### config.mk
export PLATFORM = sky130hd
export DESIGN_NAME = lcd_driver_control_regs
export DESIGN_NICKNAME = d
export VERILOG_FILES = /design/src/logic/lcd_ctrl_pkg.sv /design/src/logic/lcd_driver_control_regs.sv
export SDC_FILE = /design/constraint.sdc
export NUM_CORES = 2
export LEC_CHECK = 0
export BUFFER_PORTS_ARGS = -buffer_cell sky130_fd_sc_hd__buf_2
export CORE_MARGIN = 1
export CORE_UTILIZATION = 60
export DETAILED_ROUTE_END_ITERATION = 10
export PLACE_DENSITY_LB_ADDON = 0.12
export SKIP_CTS_REPAIR_TIMING = 1
export SYNTH_ARGS = -nofsm -noshare
export SYNTH_HDL_FRONTEND = slang
export SYNTH_SLANG_ARGS = --single-unit
### constraint.sdc
create_clock -name aclk -period 6.64 [get_ports aclk]
set_input_delay 0.332 -clock aclk [delete_from_list [all_inputs] [get_ports aclk]]
set_output_delay 0.332 -clock aclk [all_outputs]
set_load 0.03 [all_outputs]
### src/logic/lcd_ctrl_pkg.sv
// Constants and types shared by the LCD driver control block.
package lcd_ctrl_pkg;
  // ---------------------------------------------------------------
  // Register indices; the byte address is four times the index.
  // ---------------------------------------------------------------
  localparam logic [15:0] IDX_POWER_DUTY = 16'hFF60;
  localparam logic [15:0] IDX_ALL_ON_OFF = 16'hFF61;
  localparam logic [15:0] IDX_CONTRAST = 16'hFF62;
  localparam logic [15:0] IDX_DISP_BASE = 16'hF000;
  localparam int DISP_WORDS = 160;
  localparam int ADDR_W = 18;
  // ---------------------------------------------------------------
  // Field positions and reset values.
  // ---------------------------------------------------------------
  localparam int POS_POWER = 0;
  localparam int POS_STATIC = 1;
  localparam int POS_DUTY_LO = 2;
  localparam int POS_DUTY_HI = 3;
  localparam int POS_LIT = 1;
  localparam int POS_DARK = 2;
  localparam logic [3:0] RST_POWER_DUTY = 4'h0;
  localparam logic [3:0] RST_ALL_ON_OFF = 4'h4;
  localparam logic [3:0] RST_CONTRAST = 4'h0;
  // ---------------------------------------------------------------
  // Scan geometry and timing.
  // ---------------------------------------------------------------
  localparam int NUM_COMMONS = 8;
  localparam int ROW_WORDS = 20;
  localparam int NUM_SEGS = 4 * ROW_WORDS;
  localparam int CLK_HZ = 40_000_000;
  localparam int STEP_HZ = 4096;
  localparam int STEP_CYCLES = CLK_HZ / STEP_HZ;
  localparam logic [1:0] RESP_OKAY = 2'h0;
  localparam logic [1:0] RESP_SLVERR = 2'h2;
  // ---------------------------------------------------------------
  // Types.
  // ---------------------------------------------------------------
  typedef struct packed {
    logic power_on;
    logic static_sel;
    logic [1:0] duty;
    logic all_lit;
    logic all_dark;
    logic [3:0] contrast;
  } lcd_cfg_t;
  typedef enum logic [1:0] {
    CH_IDLE = 2'b01,
    CH_RESP = 2'b10
  } chan_state_t;
endpackage

### src/logic/lcd_driver_control_regs.sv
// LCD driver control registers, display memory and common/segment scan.
//
// How it works
// - Power bit one enables drive; reads back.
// - Power bit zero forces commons and non-DC segments low.
// - Power control leaves DC segment outputs alone.
// - Duty field picks 8, 5 or 4 commons.
// - Drive-method bit one selects static drive.
// - All-lit bit lights every non-DC segment, memory kept.
// - All-dark bit blanks every non-DC segment, memory kept.
// - All-lit wins over all-dark.
// - All-dark bit resets to one.
// - Power, duty, static, all-lit reset to zero.
// - Contrast code gives sixteen levels, light to dark.
// - Contrast code resets to zero.
// - External supply makes contrast code ineffective.
// - Display memory: 160 four-bit words at F000H.
// - Unused all-on/off bits read zero.
//
// Implementation choice: the AXI4-Lite interface to the registers.
`timescale 1ns/1ps
module lcd_driver_control_regs
  import lcd_ctrl_pkg::*;
#(
  parameter int STEP_DIV = STEP_CYCLES,
  parameter bit EXT_SUPPLY = 1'b0,
  parameter logic [NUM_SEGS-1:0] DC_SEG_MASK = '0
) (
  // Clock and reset
  input wire logic aclk,
  input wire logic aresetn,
  // AXI4-Lite write channels
  input wire logic [ADDR_W-1:0] awaddr,
  input wire logic awvalid,
  output logic awready,
  input wire logic [31:0] wdata,
  input wire logic [3:0] wstrb,
  input wire logic wvalid,
  output logic wready,
  output logic [1:0] bresp,
  output logic bvalid,
  input wire logic bready,
  // AXI4-Lite read channels
  input wire logic [ADDR_W-1:0] araddr,
  input wire logic arvalid,
  output logic arready,
  output logic [31:0] rdata,
  output logic [1:0] rresp,
  output logic rvalid,
  input wire logic rready,
  // LCD side
  output logic lcd_power_on,
  output logic [3:0] contrast_code,
  output logic [NUM_COMMONS-1:0] common_output,
  output logic [NUM_SEGS-1:0] segment_output
);
  // ---------------------------------------------------------------
  // Register state
  // ---------------------------------------------------------------
  lcd_cfg_t cfg_reg, cfg_next;
  lcd_cfg_t cfg_sh_reg, cfg_sh_next;
  logic [3:0] mem [DISP_WORDS];
  chan_state_t wst_reg, wst_next, rst_reg, rst_next;
  logic awready_reg, awready_next, bvalid_reg, bvalid_next;
  logic [1:0] bresp_reg, bresp_next;
  logic arready_reg, arready_next, rvalid_reg, rvalid_next;
  logic [1:0] rresp_reg, rresp_next;
  logic [31:0] rdata_reg, rdata_next;
  logic [15:0] widx, ridx;
  logic wr_fire, rd_fire, wr_mem, wr_hit;
  logic [7:0] wmem_idx, rmem_idx;
  assign widx = awaddr[ADDR_W-1:2];
  assign ridx = araddr[ADDR_W-1:2];
  assign wr_fire = awvalid && awready_reg && wvalid;
  assign rd_fire = arvalid && arready_reg;
  assign wmem_idx = 8'(widx - IDX_DISP_BASE);
  assign rmem_idx = 8'(ridx - IDX_DISP_BASE);
  assign wr_mem = widx >= IDX_DISP_BASE &&
                  widx < IDX_DISP_BASE + 16'(DISP_WORDS);
  assign wr_hit = wr_mem || widx == IDX_POWER_DUTY ||
                  widx == IDX_ALL_ON_OFF || widx == IDX_CONTRAST;
  // ---------------------------------------------------------------
  // Write channel: address and data are taken together.
  // ---------------------------------------------------------------
  always_comb begin
    wst_next = wst_reg;
    awready_next = 1'b0;
    bvalid_next = bvalid_reg;
    bresp_next = bresp_reg;
    cfg_next = cfg_reg;
    case (wst_reg)
      CH_IDLE: begin
        if (wr_fire) begin
          wst_next = CH_RESP;
          bvalid_next = 1'b1;
          bresp_next = wr_hit ? RESP_OKAY : RESP_SLVERR;
          if (wstrb[0] && widx == IDX_POWER_DUTY) begin
            cfg_next.power_on = wdata[POS_POWER];
            cfg_next.static_sel = wdata[POS_STATIC];
            cfg_next.duty = {wdata[POS_DUTY_HI], wdata[POS_DUTY_LO]};
          end
          if (wstrb[0] && widx == IDX_ALL_ON_OFF) begin
            cfg_next.all_lit = wdata[POS_LIT];
            cfg_next.all_dark = wdata[POS_DARK];
          end
          if (wstrb[0] && widx == IDX_CONTRAST) begin
            cfg_next.contrast = wdata[3:0];
          end
        end else if (awvalid && wvalid && !awready_reg) begin
          awready_next = 1'b1;
        end
      end
      CH_RESP: begin
        if (bready) begin
          wst_next = CH_IDLE;
          bvalid_next = 1'b0;
        end
      end
      default: wst_next = CH_IDLE;
    endcase
  end
  always_ff @(posedge aclk) begin
    if (!aresetn) begin
      wst_reg <= CH_IDLE;
      awready_reg <= 1'b0;
      bvalid_reg <= 1'b0;
      bresp_reg <= RESP_OKAY;
      cfg_reg <= {RST_POWER_DUTY[POS_POWER], RST_POWER_DUTY[POS_STATIC],
                  RST_POWER_DUTY[POS_DUTY_HI], RST_POWER_DUTY[POS_DUTY_LO],
                  RST_ALL_ON_OFF[POS_LIT], RST_ALL_ON_OFF[POS_DARK],
                  RST_CONTRAST};
    end else begin
      wst_reg <= wst_next;
      awready_reg <= awready_next;
      bvalid_reg <= bvalid_next;
      bresp_reg <= bresp_next;
      cfg_reg <= cfg_next;
    end
  end
  // Display memory has no reset, so its contents start undefined.
  always_ff @(posedge aclk) begin
    if (wr_fire && wst_reg == CH_IDLE && wr_mem && wstrb[0]) begin
      mem[wmem_idx] <= wdata[3:0];
    end
  end
  // ---------------------------------------------------------------
  // Read channel.
  // ---------------------------------------------------------------
  always_comb begin
    rst_next = rst_reg;
    arready_next = 1'b0;
    rvalid_next = rvalid_reg;
    rresp_next = rresp_reg;
    rdata_next = rdata_reg;
    case (rst_reg)
      CH_IDLE: begin
        if (rd_fire) begin
          rst_next = CH_RESP;
          rvalid_next = 1'b1;
          rresp_next = RESP_OKAY;
          rdata_next = '0;
          if (ridx == IDX_POWER_DUTY) begin
            rdata_next[POS_POWER] = cfg_reg.power_on;
            rdata_next[POS_STATIC] = cfg_reg.static_sel;
            rdata_next[POS_DUTY_LO] = cfg_reg.duty[0];
            rdata_next[POS_DUTY_HI] = cfg_reg.duty[1];
          end else if (ridx == IDX_ALL_ON_OFF) begin
            rdata_next[POS_LIT] = cfg_reg.all_lit;
            rdata_next[POS_DARK] = cfg_reg.all_dark;
          end else if (ridx == IDX_CONTRAST) begin
            rdata_next[3:0] = cfg_reg.contrast;
          end else if (ridx >= IDX_DISP_BASE &&
                       ridx < IDX_DISP_BASE + 16'(DISP_WORDS)) begin
            rdata_next[3:0] = mem[rmem_idx];
          end else begin
            rresp_next = RESP_SLVERR;
          end
        end else if (arvalid && !arready_reg) begin
          arready_next = 1'b1;
        end
      end
      CH_RESP: begin
        if (rready) begin
          rst_next = CH_IDLE;
          rvalid_next = 1'b0;
        end
      end
      default: rst_next = CH_IDLE;
    endcase
  end
  always_ff @(posedge aclk) begin
    if (!aresetn) begin
      rst_reg <= CH_IDLE;
      arready_reg <= 1'b0;
      rvalid_reg <= 1'b0;
      rresp_reg <= RESP_OKAY;
      rdata_reg <= 32'h0000_0000;
    end else begin
      rst_reg <= rst_next;
      arready_reg <= arready_next;
      rvalid_reg <= rvalid_next;
      rresp_reg <= rresp_next;
      rdata_reg <= rdata_next;
    end
  end
  assign awready = awready_reg;
  assign wready = awready_reg;
  assign bvalid = bvalid_reg;
  assign bresp = bresp_reg;
  assign arready = arready_reg;
  assign rvalid = rvalid_reg;
  assign rresp = rresp_reg;
  assign rdata = rdata_reg;
  // ---------------------------------------------------------------
  // Common scan and frame-aligned settings.
  // ---------------------------------------------------------------
  // Settings are copied into a shadow only at a frame boundary, so a
  // duty change never leaves a frame with a torn common sequence.
  logic [31:0] div_reg, div_next;
  logic [2:0] row_reg, row_next;
  logic [3:0] rows;
  logic step_en, frame_end;
  logic [NUM_SEGS-1:0] row_bits, seg_next, dc_bits;
  logic [NUM_COMMONS-1:0] com_next;
  always_comb begin
    rows = 4'h4;
    if (cfg_sh_reg.static_sel) begin
      rows = 4'h1;
    end else if (cfg_sh_reg.duty[1]) begin
      rows = 4'h8;
    end else if (cfg_sh_reg.duty[0]) begin
      rows = 4'h5;
    end
  end
  assign step_en = div_reg == 32'(STEP_DIV - 1);
  assign frame_end = step_en && {1'b0, row_reg} == rows - 4'h1;
  always_comb begin
    div_next = step_en ? 32'h0000_0000 : div_reg + 32'h0000_0001;
    row_next = row_reg;
    cfg_sh_next = cfg_sh_reg;
    if (frame_end) begin
      row_next = 3'h0;
      cfg_sh_next = cfg_reg;
    end else if (step_en) begin
      row_next = row_reg + 3'h1;
    end
  end
  genvar g;
  generate
    for (g = 0; g < ROW_WORDS; g++) begin : g_row
      assign row_bits[4*g +: 4] = mem[ROW_WORDS * row_reg + g];
      assign dc_bits[4*g +: 4] = mem[g];
    end
  endgenerate
  always_comb begin
    com_next = '0;
    com_next[row_reg] = cfg_sh_reg.power_on;
    if (!cfg_sh_reg.power_on) begin
      seg_next = '0;
    end else if (cfg_sh_reg.all_lit) begin
      seg_next = '1;
    end else if (cfg_sh_reg.all_dark) begin
      seg_next = '0;
    end else begin
      seg_next = row_bits;
    end
    // DC pins carry their own level whatever the panel controls say.
    seg_next = (seg_next & ~DC_SEG_MASK) | (dc_bits & DC_SEG_MASK);
  end
  always_ff @(posedge aclk) begin
    if (!aresetn) begin
      div_reg <= 32'h0000_0000;
      row_reg <= 3'h0;
      cfg_sh_reg <= {RST_POWER_DUTY[POS_POWER], RST_POWER_DUTY[POS_STATIC],
                     RST_POWER_DUTY[POS_DUTY_HI], RST_POWER_DUTY[POS_DUTY_LO],
                     RST_ALL_ON_OFF[POS_LIT], RST_ALL_ON_OFF[POS_DARK],
                     RST_CONTRAST};
      lcd_power_on <= 1'b0;
      contrast_code <= 4'h0;
      common_output <= '0;
      segment_output <= '0;
    end else begin
      div_reg <= div_next;
      row_reg <= row_next;
      cfg_sh_reg <= cfg_sh_next;
      lcd_power_on <= cfg_sh_reg.power_on;
      contrast_code <= EXT_SUPPLY ? 4'h0 : cfg_sh_reg.contrast;
      common_output <= com_next;
      segment_output <= seg_next;
    end
  end
endmodule

; After elaboration in Yosys (flattened, before gate mapping)
; Memories as Yosys holds them, arrays and structs flattened.
; Cells that the tools add are included.
[word_totals]
regBits = 164
ramBits = 640
n_memories = 1
[classes]
addsub = 24
mul = 1
magnitude_cmp = 6
eq_ne = 16
n_mux = 34
n_bitwise = 4
n_reduce_logical = 37
[memory_table]
columns = name, depth, width, rd, rd_clocked_by_memory_dff, write_ports, line_no
row1 = mem, 160, 4, 21, 0, 1, lcd_driver_control_regs.sv:62  ; logic [3:0] mem [DISP_WORDS];
[op_table]
columns = cell, count
row1 = 2-to-1 mux 80 bit, 2
row2 = == test 16 bit (second input constant), 6
row3 = adder 8 x 4 -> 8 bit (second input constant), 8
row4 = adder 32 x 1 -> 32 bit (second input constant), 1
row5 = adder 8 x 3 -> 8 bit (second input constant), 4
row6 = adder 8 x 5 -> 8 bit (second input constant), 4
row7 = == test 32 x 14 -> 1 bit (second input constant), 1
row8 = greater-or-equal comparator 16 bit (second input constant), 2
row9 = < comparator 16 bit (second input constant), 2
row10 = 2-to-1 mux 2 bit, 10
row11 = 2-to-1 mux 4 bit, 5
row12 = adder 8 x 2 -> 8 bit (second input constant), 2
row13 = logical AND 1 bit, 16
row14 = subtractor 8 x 1 -> 8 bit (second input constant), 2
row15 = AND reduction 3 bit, 5
row16 = 2-to-1 mux 1 bit, 12
row17 = AND reduction 2 bit, 5
row18 = adder 8 x 1 -> 8 bit (second input constant), 1
row19 = AND 8 bit, 1
row20 = inequality test 2 bit (second input constant), 4
row21 = case mux 2 bit (2 select lines), 2
row22 = multiplier 3 x 3 -> 6 bit (first input constant), 1
row23 = OR reduction 3 bit, 2
row24 = == test 2 x 1 -> 1 bit (second input constant), 2
row25 = 13 further kinds, 22

; Longest topological paths before layout
[depth]
ltp_word = 7
mapped_depth = 18

; Worst setup path before layout
; No wires, ideal clock.
[synth_path]
kind = reg-to-reg
from = reg row_reg[1]
to = reg segment_output[56]
setup_ns = 0.115
t_arrival_ns = 4.354
slack_ns = 2.171
stages_incl_launch_ff = 17
path_buffers = 8
synth_period_minus_slack_ns = 4.469
path_cell_list = dfxtp_1 > buf_2 > buf_4 > buf_2 > buf_1 > buf_1 > inv_1 > ha_1 > buf_2 > buf_1 > clkbuf_1 > mux4_2 > mux4_2 > nor2b_1 > a211oi_1 > a211oi_1 > o21a_1
[synth_between]
elab_chain_len = 5
[synth_lines]
columns = item, line_no
row1 = from (decl), lcd_driver_control_regs.sv:220  ; logic [2:0] row_reg, row_next;
row2 = from (signal assigned), lcd_driver_control_regs.sv:284  ; row_reg <= row_next;
row3 = multiplier 3 x 3 -> 6 bit, lcd_driver_control_regs.sv:251  ; assign row_bits[4*g +: 4] = mem[ROW_WORDS * row_reg + g];
row4 = adder 8 x 4 -> 8 bit, lcd_driver_control_regs.sv:251
row5 = memory read (160 x 4 bit), -
row6 = 2-to-1 mux 80 bit, lcd_driver_control_regs.sv:262  ; end else if (cfg_sh_reg.all_dark) begin
row7 = 2-to-1 mux 80 bit, lcd_driver_control_regs.sv:260  ; end else if (cfg_sh_reg.all_lit) begin
row8 = to (signal assigned), lcd_driver_control_regs.sv:289  ; segment_output <= seg_next;
row9 = to (decl), lcd_driver_control_regs.sv:55  ; output logic [NUM_SEGS-1:0] segment_output
; No other way between the ends.
; A chain may end at the register's enable or synchronous reset.

; Worst setup path in the final report
[layout_path]
from = reg row_reg[0]
to = reg segment_output[62]
; The elaborated chain is that of the path after synthesis.

==> flow_metrics.py <==
metrics = {
    "run_status": {
        "status": "finished, violations left",
        "violations": "negative hold slack",
    },
    "setup_path": {
        "worstPathArrival_ps": 5540,
        "cp_max_fo": 109,
        "worst_setup_path_start_kind": "register",
        "endpoint_kind": "register",
        "crit_type": "reg2reg",
        "required_ps": 7230,
    },
    "global_routing": {
        "grt_pass1_vias": 35220,
        "grt_usage_pct": 47.4,
        "antenna_found_initial": 16,
        "grt_pass1_wl_microns": 287000,
        "grt_start_max_net_pins": 131,
        "gr-total-overflow": 0,
    },
    "final_layout": {
        "final_util_pct": 66.1,
        "seqCellArea_sq_um": 22500,
        "layout.nets": 3292,
        "multi_input_area_sq_um": 29100,
        "area_growth_pct": 8.62,
        "nFillCells": 5939,
        "largest_reg_flops": 640,
        "drive_gt1_share_pct": 42.1,
    },
    "pwr": {
        "powerDensity_nw_per_um2": 189,
        "clkPwrFrac_pct": 45.9,
        "internal_power_mw": 8.44,
        "power_frac_seq_pct": 49.9,
        "p_switching_mw": 2.44,
        "comb_power_share_pct": 4.2,
        "ir_drop_mv": 0.266,
        "swShare_pct": 22.4,
        "power.static_leakage_nw": 17.1,
    },
    "clocking": {
        "h-tree-depth": 3,
        "path_clk_slew_ps": 70,
        "cts_tree": "done",
        "cts_buffers": 87,
        "cts_root_buf": "clkbuf_16",
        "clock_path_buffers": 3,
        "clock_sinks": 802,
        "clock_latency_ps": 720,
    },
    "placed_design": {
        "portBuffers": 147,
        "hpwl_microns": 154000,
        "place_congestion": 1.11,
    },
    "timing": {
        "fin_skew_ps": 35.7,
        "worst_pin_slew_ps": 1420,
        "setup_viol": 0,
        "hold_ws_ps": -8.74,
        "period_needed_ps": 4950,
        "slew_violations": 0,
        "maxSlewHeadroom_pct": 2.94,
        "clock.fmax_mhz": 202,
        "tns_ps": 0,
        "finalCritPeriodShare_pct": 74.5,
        "rsz0062_at_grt": "no",
        "hold_violations": 1,
    },
    "yosys": {
        "synthesis.instances": 3219,
        "synth_edf_count": 640,
        "synth_top_area_share_pct": 42.2,
        "ys_types": 53,
        "yosys.cell_count.top_type": "mux4_2",
        "synth.area.top_cells": "mux4_2, edfxtp_1, dfxtp_1",
        "synth_top_area_cell": "mux4_2",
        "avgSynthCellArea_sq_um": 16.4,
        "yosysWarnings": 0,
        "synth_flop_cell": "edfxtp_1",
        "netlist_area_sq_um": 52900,
        "ys_seq_elements": 802,
        "synth_common_cells": "mux4_2, edfxtp_1, nor2_1, a211oi_1, dfxtp_1",
        "synth_seq_area_share_pct": 42.4,
        "async_flop_share_pct": 0,
    },
    "min_path": {
        "hp-class": "in2reg",
    },
    "die": {
        "die_y_microns": 299,
        "num_io_pins": 213,
        "rows": 108,
        "dieWidth_microns": 299,
        "core_sq_um": 87000,
        "die_area_sq_um": 89400,
        "initial_core_util_pct": 60.8,
    },
    "detailed_routing": {
        "drt_iter0_drc": 6929,
        "drcViolationCount": 0,
        "vias_per_cell": 8.54,
        "dr.pass1.iters": 8,
        "finalWirelength_microns": 209000,
        "vias": 37907,
        "ant_nets": 0,
        "wl_per_cell_microns": 47.0,
    },
    "job": {
        "drv_cap": 0,
    },
}
## power by group through the flow
stage	Combinational (mW)	Clock [mW]	Sequential, mW
finish	0.457	4.99	5.42
CTS	0.439	4.98	5.42
global placement	0.424	0	5.53
floorplan	0.273	0	5.53
detailed placement	0.438	0	5.53
global route	0.467	5.16	5.42
## critical path, cell delays in order, from the launching register on
cell      delay, ps
dfxtp_4         490
buf_12          560
buf_4           780
mux4_2          620
mux4_2          580
nor2b_1         180
a211oi_1        910
a211oi_1        260
o21a_1          250
## per-stage QoR
| step | hold WS (ps) | area (sq um) | std cells | setup WS (ps) | total power [mW] |
|---|---|---|---|---|---|
| floorplan | 430 | 53000 | 3248 | 2170 | 5.81 |
| global placement | 444 | 54600 | 4268 | 2060 | 5.95 |
| CTS | -92.5 | 57500 | 4425 | 1950 | 10.8 |
| finish | -8.74 | 57500 | 4438 | 1690 | 10.9 |
| global route | 3.83 | 57500 | 4428 | 1580 | 11.0 |
| detailed placement | 455 | 54600 | 4268 | 1970 | 5.97 |
## final cells by class
cell class                      instances  share of cell area [%]
Multi-Input combinational cell       2075                    50.5
Tap cell                             1155                    2.51
Inverter                               15                  0.0979
Timing Repair Buffer                  222                    2.68
Antenna cell                           12                  0.0522
Clock buffer                          115                    4.23
Sequential cell                       802                    39.1
Clock inverter                         42                   0.807
## logic make-up after synthesis
kind of cell               after synthesis  synth area share [%]
muxes                                 1105                  44.4
xor gates and xnor gates                40                 0.690
and+or+nand+nor                        629                  5.44
buffers and inverters                  371                  3.30
DFF                                    802                  42.4
other                                    1               0.00708
adders and majority gates               10                 0.236
AOI/OAI and AO/OA                      261                  3.53
## path summary, 6_finish.rpt
path                               startpoint                  to  slack (ps)  cells after the start
worst max register to register     row_reg[0]  segment_output[62]        1690                      8
worst max-delay path               row_reg[0]  segment_output[62]        1690                      8
worst min-delay path                   rready              rvalid          -9                      4
worst min register to register  cfg_sh_reg[2]    contrast_code[2]         470                      1
## routing by layer
metal	part of all wire [%]	wire, microns	vias to the layer above	global-route usage (%)
li1	-	-	13711	-
met1	31	64700	19586	60.0
met2	43	89300	3926	65.9
met3	17	35700	664	20.8
met4	9.0	18900	20	33.0
met5	0.10	208	-	0.423
## cells in the final DEF, fill, tap and decap left out, types with 13 or more instances in the layout
cell       count
mux4_2       993
edfxtp_1     640
nor2_1       344
a211oi_1     164
dfxtp_1      158
buf_2        140
mux2i_1      107
nor2b_1      105
clkbuf_16     93
nand2_1       74
buf_4         62
conb_1        30
nand3_1       28
o21ai_0       24
o21a_1        22
clkbuf_1      19
xor2_1        17
buf_12        17
nand4_1       14
clkinv_2      14
a21oi_1       13
No activity file was read; power rests on OpenSTA's default activity.
